`src/bbg_pkg.sv`:
```
// package: mode encodings, selection bit positions and reset values for backup bus gating
package bbg_pkg;

	// ----------------------------------------
	// mode selection
	// ----------------------------------------
	localparam int SEL_W = 2;
	localparam int SEL_SWITCH_BIT = 0;
	localparam int SEL_SERIAL_BIT = 1;
	localparam logic [1:0] SEL_RESET = 2'h0;
	localparam int SYNC_STAGES = 2;

	typedef enum logic [1:0] {
		MODE_A = 2'h0,
		MODE_B = 2'h1,
		MODE_C = 2'h2,
		MODE_D = 2'h3
	} bbg_mode_type;

	typedef enum {
		PWR_MAIN,
		PWR_BACKUP
	} bbg_pwr_type;

endpackage : bbg_pkg

```
`src/bbg_sync.sv`:
```
// two-flop synchroniser for a bundle of comparator flags
`timescale 1ns/1ps
module bbg_sync #(
	parameter int WIDTH = 3
) (
	// clock and reset
	input wire logic ref_clk,
	input wire logic reset_n,
	// flags
	input wire logic [WIDTH-1:0] flagIn,
	output logic [WIDTH-1:0] flagOut
);

	logic [WIDTH-1:0] stage1_q;
	logic [WIDTH-1:0] stage2_q;

	genvar i;
	generate
		for (i = 0; i < WIDTH; i++) begin : g_bit
			always_ff @(posedge ref_clk or negedge reset_n) begin
				if (!reset_n) begin
					stage1_q[i] <= 1'b0;
					stage2_q[i] <= 1'b0;
				end else begin
					stage1_q[i] <= flagIn[i];
					stage2_q[i] <= stage1_q[i];
				end
			end
		end
	endgenerate

	assign flagOut = stage2_q;

endmodule : bbg_sync

```
`src/bbg_gating.sv`:
```
// backup bus gating: switchover and serial/memory access decisions per mode
`timescale 1ns/1ps

// What this block does
// - below reset threshold, serial bus always silent
// - mode A: trip switchover, no backup access
// - mode A: serial works down to reset threshold
// - mode B: battery switchover, access when bat>main>reset
// - mode C behaves exactly like mode A
// - mode D: serial only above max(reset,battery)
// - irq/frequency output keeps running in backup
// - power-up default mode is standard, bits cleared
module bbg_gating (
	// clock and reset
	input wire logic ref_clk,
	input wire logic reset_n,
	// mode programming from the control register path
	input wire logic selWrite,
	input wire logic serial_in_backup_sel,
	input wire logic backup_switch_sel,
	// supply comparator flags
	input wire logic mainAboveResetThreshold,
	input wire logic mainAboveBattery,
	input wire logic mainAboveTripThreshold,
	// interrupt/frequency source from the clock core
	input wire logic irqFreqIn,
	// outputs
	output logic serialEnable,
	output logic memoryEnable,
	output logic onBattery,
	output logic low_voltage_reset,
	output logic irq_freq_output,
	output logic [1:0] modeSel
);

	// ----------------------------------------
	// flag synchronisation
	// ----------------------------------------
	logic [2:0] flagsRaw;
	logic [2:0] flagsSync;
	logic aboveReset;
	logic aboveBat;
	logic aboveTrip;

	assign flagsRaw = {mainAboveTripThreshold, mainAboveBattery, mainAboveResetThreshold};

	bbg_sync #(.WIDTH(3)) u_sync (
		.ref_clk(ref_clk),
		.reset_n(reset_n),
		.flagIn(flagsRaw),
		.flagOut(flagsSync)
	);

	assign aboveReset = flagsSync[0];
	assign aboveBat = flagsSync[1];
	assign aboveTrip = flagsSync[2];

	// ----------------------------------------
	// mode selection
	// ----------------------------------------
	logic [1:0] sel_q;
	logic [1:0] sel_d;

	always_comb begin
		sel_d = sel_q;
		if (selWrite) begin
			sel_d[bbg_pkg::SEL_SERIAL_BIT] = serial_in_backup_sel;
			sel_d[bbg_pkg::SEL_SWITCH_BIT] = backup_switch_sel;
		end
	end

	always_ff @(posedge ref_clk or negedge reset_n) begin
		if (!reset_n) begin
			sel_q <= bbg_pkg::SEL_RESET;
		end else begin
			sel_q <= sel_d;
		end
	end

	// ----------------------------------------
	// supply conditions
	// ----------------------------------------
	// each condition reads the synchronised flags only, so every decision
	// below sees one consistent snapshot of the comparators
	logic mainUsable;
	logic standardDrop;
	logic legacyDrop;
	logic mainAboveAll;

	assign mainUsable = aboveReset;
	assign standardDrop = !aboveTrip;
	assign legacyDrop = !aboveBat;
	assign mainAboveAll = aboveReset && aboveBat;

	// ----------------------------------------
	// mode decode
	// ----------------------------------------
	bbg_pkg::bbg_mode_type mode;
	logic legacyMode;
	logic backupNow;

	assign mode = bbg_pkg::bbg_mode_type'(sel_q);
	// legacy modes switch when main falls below battery, standard at trip
	assign legacyMode = sel_q[bbg_pkg::SEL_SWITCH_BIT];
	assign backupNow = legacyMode ? legacyDrop : standardDrop;

	// ----------------------------------------
	// per-mode access windows
	// ----------------------------------------
	// standard modes: serial bus and memory work on main power only;
	// main normally falls below the reset threshold before the trip point
	logic serialStd;
	logic memoryStd;
	// mode B: access carries on into backup while main is above reset
	logic serialLegacyOn;
	logic memoryLegacyOn;
	// mode D: serial only while main beats both reset threshold and battery
	logic serialLegacyOff;
	logic memoryLegacyOff;

	assign serialStd = mainUsable && !backupNow;
	assign memoryStd = mainUsable && !backupNow;
	assign serialLegacyOn = mainUsable;
	assign memoryLegacyOn = mainUsable;
	assign serialLegacyOff = mainAboveAll;
	assign memoryLegacyOff = mainUsable && !backupNow;

	// ----------------------------------------
	// access selection
	// ----------------------------------------
	logic serialNow;
	logic memoryNow;

	always_comb begin
		serialNow = 1'b0;
		memoryNow = 1'b0;
		case (mode)
			bbg_pkg::MODE_A, bbg_pkg::MODE_C: begin
				serialNow = serialStd;
				memoryNow = memoryStd;
			end
			bbg_pkg::MODE_B: begin
				serialNow = serialLegacyOn;
				memoryNow = memoryLegacyOn;
			end
			bbg_pkg::MODE_D: begin
				serialNow = serialLegacyOff;
				memoryNow = memoryLegacyOff;
			end
			default: begin
				serialNow = 1'b0;
				memoryNow = 1'b0;
			end
		endcase
	end

	// ----------------------------------------
	// power state
	// ----------------------------------------
	// follows the switchover decision; the next state feeds the output
	// flop directly so the state adds no cycle of its own
	bbg_pkg::bbg_pwr_type pwr_q;
	bbg_pkg::bbg_pwr_type pwr_d;
	logic onBatteryNext;

	always_comb begin
		pwr_d = pwr_q;
		case (pwr_q)
			bbg_pkg::PWR_MAIN: begin
				if (backupNow) begin
					pwr_d = bbg_pkg::PWR_BACKUP;
				end
			end
			bbg_pkg::PWR_BACKUP: begin
				if (!backupNow) begin
					pwr_d = bbg_pkg::PWR_MAIN;
				end
			end
			default: begin
				pwr_d = bbg_pkg::PWR_MAIN;
			end
		endcase
	end

	assign onBatteryNext = (pwr_d == bbg_pkg::PWR_BACKUP);

	always_ff @(posedge ref_clk or negedge reset_n) begin
		if (!reset_n) begin
			pwr_q <= bbg_pkg::PWR_MAIN;
		end else begin
			pwr_q <= pwr_d;
		end
	end

	// ----------------------------------------
	// registered outputs
	// ----------------------------------------
	// every output leaves from a flip-flop so the pins never glitch while
	// the decode settles; the serial enable is gated by the reset flag once
	// more so that no mode can keep the bus alive below reset threshold
	logic serial_q;
	logic memory_q;
	logic battery_q;
	logic lvr_q;
	logic irq_q;

	always_ff @(posedge ref_clk or negedge reset_n) begin
		if (!reset_n) begin
			serial_q <= 1'b0;
			memory_q <= 1'b0;
			battery_q <= 1'b0;
			lvr_q <= 1'b1;
			irq_q <= 1'b1;
		end else begin
			serial_q <= serialNow && mainUsable;
			memory_q <= memoryNow;
			battery_q <= onBatteryNext;
			lvr_q <= !mainUsable;
			// irq/frequency path is never gated by the power state
			irq_q <= irqFreqIn;
		end
	end

	assign serialEnable = serial_q;
	assign memoryEnable = memory_q;
	assign onBattery = battery_q;
	assign low_voltage_reset = lvr_q;
	assign irq_freq_output = irq_q;
	assign modeSel = sel_q;

endmodule : bbg_gating

```
`config.mk`:
```
export PLATFORM = sky130hd
export DESIGN_NAME = bbg_gating
export DESIGN_NICKNAME = d
export VERILOG_FILES = /design/src/bbg_pkg.sv /design/src/bbg_sync.sv /design/src/bbg_gating.sv
export SDC_FILE = /design/constraint.sdc
export NUM_CORES = 1
export LEC_CHECK = 0
export BUFFER_PORTS_ARGS = -buffer_cell sky130_fd_sc_hd__buf_2
export CAP_MARGIN = 10
export CORE_AREA = 2 2 67 69
export CTS_BUF_LIST = sky130_fd_sc_hd__clkbuf_4 sky130_fd_sc_hd__clkbuf_8
export DETAILED_ROUTE_END_ITERATION = 16
export DIE_AREA = 0 0 69 71
export GPL_ROUTABILITY_DRIVEN = 0
export GPL_TIMING_DRIVEN = 0
export PLACE_DENSITY_LB_ADDON = 0.08
export SLEW_MARGIN = 15
export SYNTH_ARGS = -nofsm -noshare
export SYNTH_HDL_FRONTEND = slang
export SYNTH_SLANG_ARGS = --single-unit
```
`constraint.sdc`:
```
create_clock -name ref_clk -period 1.5 [get_ports ref_clk]
set_clock_uncertainty 0.15 [all_clocks]
set_input_delay 0.075 -clock ref_clk [delete_from_list [all_inputs] [get_ports ref_clk]]
set_output_delay 0.075 -clock ref_clk [all_outputs]
set_load 0.01 [all_outputs]
```
==> impl_summary.txt, run 1 <==
----------------------------------------------------
[Run status]
  Run status ... finished clean

[Synth]
  EDFF count, synth ... 0
  Distinct cells, synth ... 14
  Cell accounting for the most synthesized area ... dfrtp_1
  Number of synthesized register bits ... 44
  Synth top area cells ... dfrtp_1 84%, dfstp_2 4.2%, nor4_2 4.0%
  Post-synthesis instance area ... 1250 sq um
  Gate count of the mapped netlist ... 65
  Area share of the largest cell type after synthesis ... 83.7%
  Most common cell in the synthesized netlist ... dfrtp_1
  Sequential fraction of the synthesis area ... 87.9%
  List of most frequent post-synthesis cells ... 42 x dfrtp_1, 4 x nor4_2, 3 x nor4_1
  Async SR Flop Fraction ... 100%
  Count of warnings emitted by yosys ... 0
  Dominant register cell in the synthesized netlist ... dfrtp_1
  Average size of a mapped cell ... 19.3 sq um

[Floorplanning]
  I/O pin total ... 16
  Row Count ... 24
  Effective utilization at floorplan ... 29.9%
  Die Outline Area ... 4900 sq um
  Die span in y ... 71 um
  Total core area ... 4200 sq um
  Die span in x ... 69 um

[STA]
  Setup repair after global routing missed its margin ... no
  Minimum period implied by the final worst setup slack ... 1.29 ns
  Final slew viol count ... 0
  Share of the clock period used by the worst path after layout ... 85.8%
  Worst hold slack across all endpoints ... 0.204 ns
  Upper clock frequency limit ... 777 MHz
  Number of hold violations in the final report ... 0
  Least-Margin Pin Slew ... 0.902 ns
  Slew headroom ... 39.9%
  Final setup viols ... 0
  Aggregate negative setup slack ... 0 ns
  Setup slack after layout ... 0.212 ns

[Min path]
  Hold depth ... 0
  Worst Hold Class ... flip-flop to flip-flop

[GRT]
  Gr usage total ... 7.87%
  Congestion Overflow GR ... 0
  Wire length of the first global-routing pass ... 2.86 mm
  Vias in the first global route ... 694
  Number of antenna violations at the first check in global routing ... 0
  Maximum number of pins on one net before global-route repair ... 45

[Finish]
  Final core utilization ... 40.5%
  Layout area overhead ... 35.7%
  Number of antenna cells inserted ... 0
  Share of layout cells above drive strength 1 ... 25.0%
  Final net count ... 136

[Route]
  Vias after detailed routing ... 634
  DRC violation count after routing ... 0
  Detailed-route wire length ... 1.54 mm
  Average detailed-routed wire length per instance ... 8.55 um
  First-pass iteration count of the detailed router ... 2
  Number of design-rule violations left by the first detailed-router iteration ... 40
  Via count normalized by instance count ... 3.52
  Residual antenna-violating net count after detailed routing ... 0

[Clock tree]
  CTS tree ... yes
  Clock latency reported for the late side of the worst-skew pair ... 0.29 ns
  Number of clock buffers inserted by TritonCTS ... 5
  Maximum level of the CTS H-tree ... 2
  Number of gates resized after CTS ... 0
  Clock Tree Root ... clkbuf_8
  Clock transition time at the flip-flop clock pins of the worst setup and hold paths ... 0.08 ns
  Sink Count ... 44
  Number of buffers on the longest clock path ... 2

[Placement]
  Final HPWL from detailed placement ... 999 um
  Number of input and output port buffers inserted ... 15
  DP Worst Slack ... 0.173 ns

[Critical path]
  Logic depth of the worst register-to-register path ... 3
  Category of the worst setup path capture point ... flip-flop
  Worst endpoint required time ... 1.54 ns
  Flop-to-flop setup slack ... 0.21 ns
  Crit Path Class ... flip-flop to flip-flop
  Category of the worst setup path launch point ... flip-flop
  Arrival time worst endpoint ... 1.33 ns
  Critical Path Fanout Max ... 1

[Run]
  Number of maximum-capacitance violations ... 0

[Power]
  Power density cells ... 1250 nW/um^2
  Leakage power total ... 0.000796 uW
  VDD IR max ... 0.596 mV
  Total power consumption of the routed design ... 2130 uW

----------------------------------------------------
through the flow:
step | instances | instance area (sq um)
after global placement | 162 | 1510
after detailed placement | 162 | 1510
after CTS | 179 | 1700
after global routing | 180 | 1700
after floorplan | 95 | 1370
final | 180 | 1700
routing by layer:
| layer | part of all wire, % | vias to the layer above | track usage (%) |
|---|---|---|---|
| met4 | 3.3 | 0 | 5.88 |
| met1 | 43 | 308 | 8.40 |
| met3 | 4.0 | 6 | 3.42 |
| li1 | - | 309 | - |
| met5 | 0 | - | 0 |
| met2 | 50 | 11 | 12.4 |
path summary, 6_finish.rpt:
path	from	end
max	pwr_q[21]	onBattery
min	u_sync.stage1_q[2]	u_sync.flagOut[2]
max reg2reg	pwr_q[21]	onBattery
min reg2reg	u_sync.stage1_q[2]	u_sync.flagOut[2]
max in group asynchronous	reset_n	pwr_q[13]
min in group asynchronous	reset_n	pwr_q[8]
final cells by class:
| cell class | instances | area [sq um] |
|---|---|---|
| Fill cell | 412 | 2500 |
| Inverter | 1 | 3.75 |
| Clock buffer | 6 | 82.6 |
| Multi-Input combinational cell | 50 | 260 |
| Tap cell | 52 | 65.1 |
| Timing Repair Buffer | 25 | 173 |
| Sequential cell | 44 | 1100 |
| Clock inverter | 2 | 15.0 |
where the power goes:
group	switching (uW)	internal, uW	total (uW)	leakage, uW
Sequential	23.8	1250	1270	0.000515
Clock	376	372	748	0.0000434
Combinational	55.5	48.2	104	0.000238
critical path: stages, from the launching register on:
cell     delay [ns]
dfrtp_1        0.38
nor4_2         0.30
nand4_1        0.14
nor3_1         0.23
cell usage in the layout, fill, tap and decap left out, drive strengths merged:
cell | netlist | routed
dfrtp | 42 | 42
conb | 1 | 31
buf | 0 | 16
dlygate4sd3 | 0 | 9
nor4 | 7 | 7
clkbuf | 0 | 6
nand2 | 2 | 2
nor3 | 2 | 2
nor2 | 2 | 2
mux2 | 2 | 2
clkinvlp | 0 | 2
dfstp | 2 | 2
nand4 | 1 | 1
mux2i | 1 | 1
nand3 | 1 | 1
inv | 1 | 1
o22ai | 1 | 1
kinds of logic after synthesis:
family | after synthesis | share of synthesized area (%)
AO/OA/AOI/OAI | 1 | 0.499
buffers and inverters | 1 | 0.299
flip-flops | 44 | 87.9
multiplexers | 3 | 2.59
other | 1 | 0.299
AND/OR/NAND/NOR | 15 | 8.38
sequential cells by signal, summed over array words and instances, names as in the netlist:
signal / cells
onBattery: 1
serialEnable: 1
low_voltage_reset: 1
irq_freq_output: 1
u_sync.stage1_q: 3
pwr_q: 31
memoryEnable: 1
u_sync.flagOut: 3
modeSel: 2
timing repair:
item | 4_1_cts | 5_1_grt
hold endpoints to repair | 48 | 1
endpoints found under the setup margin | 0 | 1
hold buffers | 9 | 1
setup buffers | 0 | 1
No activity file was read; power rests on OpenSTA's default activity.
==> run 2, diff against run 1 <==
Settings changed: BUFFER_PORTS_ARGS -buffer_cell sky130_fd_sc_hd__buf_2 to unset, DONT_BUFFER_PORTS set to 1, MAX_ROUTING_LAYER set to met4.
==> run 2 against run 1 <==
Via count shrank 11%. Die area unchanged. Wire length shrank 0.39%. Final cell count decreased by 8.9%. Sequential share of layout area increased by 2.9 points. Hold slack worse by 0.11 ns. Register-to-register slack better by 0.06 ns. Sequential cell count unchanged. Fmax is 4.8% higher.
==> impl_summary.txt, run 2 (synthesis results as in run 1) <==
----------------------------------------------------
[Finish]
  Layout area overhead ... 29.9%
  Largest register FFs ... 31 (unchanged)
  Fill cell instance count of the final layout ... 406 (-1.5%)
  Final net count ... 120 (-12%)
  Highest-count cells in the layout ignoring fill and taps ... 42 x dfrtp_1, 31 x conb_1, 8 x dlygate4sd3_1, 6 x clkbuf_8, 4 x nor4_2
  Footprint of the multi-input gates ... 260 sq um (unchanged)
  Most frequent standard cell in the layout excluding fill and tap cells ... dfrtp_1
  Sequential cell area ... 1100 sq um (unchanged)
  Number of antenna cells inserted ... 0 (unchanged)
  Register with the highest flop count ... pwr_q
  Share of layout cells above drive strength 1 ... 15.2% (-9.8 points)

[GRT]
  Number of antenna violations at the first check in global routing ... 0 (unchanged)
  Grt met3 use ... 5.56% (+2.1 points)
  Most Crowded Layer GR ... met2
  Met2 track demand over resource in global routing ... 11.4% (-0.96 points)
  Wire length of the first global-routing pass ... 2.74 mm (-4.1%)
  Congestion Overflow GR ... 0 (unchanged)
  Maximum number of pins on one net before global-route repair ... 45 (unchanged)
  Met1 usage ... 8.70% (+0.30 points)
  Vias in the first global route ... 614 (-12%)
  Gr usage total ... 8.21% (+0.35 points)

[Critical path]
  Category of the worst setup path capture point ... flip-flop
  Arrival time worst endpoint ... 1.28 ns (-0.05 ns)
  Category of the worst setup path launch point ... flip-flop
  Worst endpoint required time ... 1.55 ns (about the same)
  Flop-to-flop setup slack ... 0.27 ns (+0.06 ns)
  Logic depth of the worst register-to-register path ... 3 (unchanged)
  Critical Path Fanout Max ... 1 (unchanged)
  Endpoint of the lowest-slack register-to-register path ... onBattery
  Crit Path Class ... flip-flop to flip-flop
  Startpoint of the worst register-to-register path ... pwr_q[5]

[Run]
  Number of maximum-capacitance violations ... 0 (unchanged)

[Clock tree]
  Number of gates resized after CTS ... 0 (unchanged)
  Clock transition time at the flip-flop clock pins of the worst setup and hold paths ... 0.07 ns (about the same)
  Number of buffers on the longest clock path ... 2 (unchanged)
  Sink Count ... 44 (unchanged)
  Maximum level of the CTS H-tree ... 2 (unchanged)
  Clock Tree Root ... clkbuf_8
  Postcts setup bufs ... 0 (unchanged)
  Number of clock buffers inserted by TritonCTS ... 5 (unchanged)
  Clock latency reported for the late side of the worst-skew pair ... 0.28 ns (about the same)
  CTS tree ... yes

[Route]
  Number of design-rule violations left by the first detailed-router iteration ... 36 (-10%)
  Via count normalized by instance count ... 3.43 (-2.5%)
  Detailed-route wire length ... 1.53 mm (-0.39%)
  Vias after detailed routing ... 563 (-11%)
  Residual antenna-violating net count after detailed routing ... 0 (unchanged)
  First-pass iteration count of the detailed router ... 2 (unchanged)
  DRC violation count after routing ... 0 (unchanged)
  Average detailed-routed wire length per instance ... 9.35 um (+9.3%)

[STA]
  Share of the clock period used by the worst path after layout ... 81.9% (-3.9 points)
  Final slew viol count ... 0 (unchanged)
  Number of hold violations in the final report ... 0 (unchanged)
  Setup repair after global routing missed its margin ... no
  Aggregate negative setup slack ... 0 ns (unchanged)
  Minimum period implied by the final worst setup slack ... 1.23 ns (-0.0591 ns)
  Upper clock frequency limit ... 814 MHz (+4.8%)
  Final setup viols ... 0 (unchanged)

[Floorplanning]
  Die span in y ... 71 um (unchanged)
  I/O pin total ... 16 (unchanged)
  Die span in x ... 69 um (unchanged)
  Die Outline Area ... 4900 sq um (unchanged)
  Total core area ... 4200 sq um (unchanged)
  Row Count ... 24 (unchanged)
  Effective utilization at floorplan ... 29.9% (unchanged)

[Run status]
  Run status ... finished clean

[Placement]
  Final HPWL from detailed placement ... 973 um (-2.6%)
  Number of input and output port buffers inserted ... 0 (-15)

[Power]
  Total power consumption of the routed design ... 2110 uW (-0.77%)
  VDD IR max ... 0.580 mV (-2.7%)
  Leakage power total ... 0.000743 uW (-6.6%)
  Power density cells ... 1290 nW/um^2 (+3.7%)

[Min path]
  Worst Hold Class ... primary input to async pin

----------------------------------------------------
[run 2: changes by cell type in the layout (fill, tap and decap cells not counted), sizes merged]
cell / before / now
clkbuf: 6 / 8
clkinvlp: 2 / 0
dlygate4sd3: 9 / 8
buf: 16 / 1
[run 2: metal layers]
metal  up-vias  part of all wire, %
met3         2                  5.6
met5         -                    0
met2         9                   52
li1        277                    -
met1       275                   41
met4         0                 0.72
[run 2: worst max-delay path, stage by stage (launching register included)]
cell and delay [ns]:
dfrtp_1 0.39, nor4_2 0.29, nand4_1 0.14, nor3_1 0.19
[run 2: worst max-delay path by stage]
stage	startpoint	end	slack [ns]	depth (start not counted)
final	pwr_q[5]	onBattery	0.27	3
after global routing	pwr_q[21]	onBattery	0.12	3
after detailed placement	pwr_q[29]	onBattery	0.26	3
after floorplan	pwr_q[5]	onBattery	0.39	3
after CTS	pwr_q[29]	onBattery	0.24	3
after global placement	pwr_q[29]	onBattery	0.24	3
[run 2: final cells by class]
cell class                      instances  area share [%]
Tap cell                               52            3.99
Multi-Input combinational cell         50            16.0
Sequential cell                        44            67.7
Inverter                                1           0.230
Timing Repair Buffer                    9            6.14
Clock buffer                            8            5.99
[run 2: repair_timing]
item | in CTS | in global routing
endpoints found under the hold margin | 50 | 0
hold buffers | 9 | 0
endpoints found under the setup margin | 0 | 0
[run 2: metrics by stage]
step / cell area (sq um) / hold slack, ns / worst slack [ns] / util [%] / std cells
2_1_floorplan: 1370 / -0.371 / 0.394 / - / 95
3_3_place_gp: 1430 / -0.369 / 0.238 / 34.1 / 147
3_5_place_dp: 1430 / -0.369 / 0.256 / 34.1 / 147
4_1_cts: 1630 / 0.0873 / 0.239 / 38.8 / 164
5_1_grt: 1630 / 0.0930 / 0.125 / 38.8 / 164
6_report: 1630 / 0.0983 / 0.271 / 38.8 / 164
[run 2: power by group]
group	switching, uW	internal, uW	leakage [uW]
registers	33.6	1250	0.000515
clock network	339	411	0.0000523
logic	41.4	33.1	0.000176
total	414	1700	0.000743
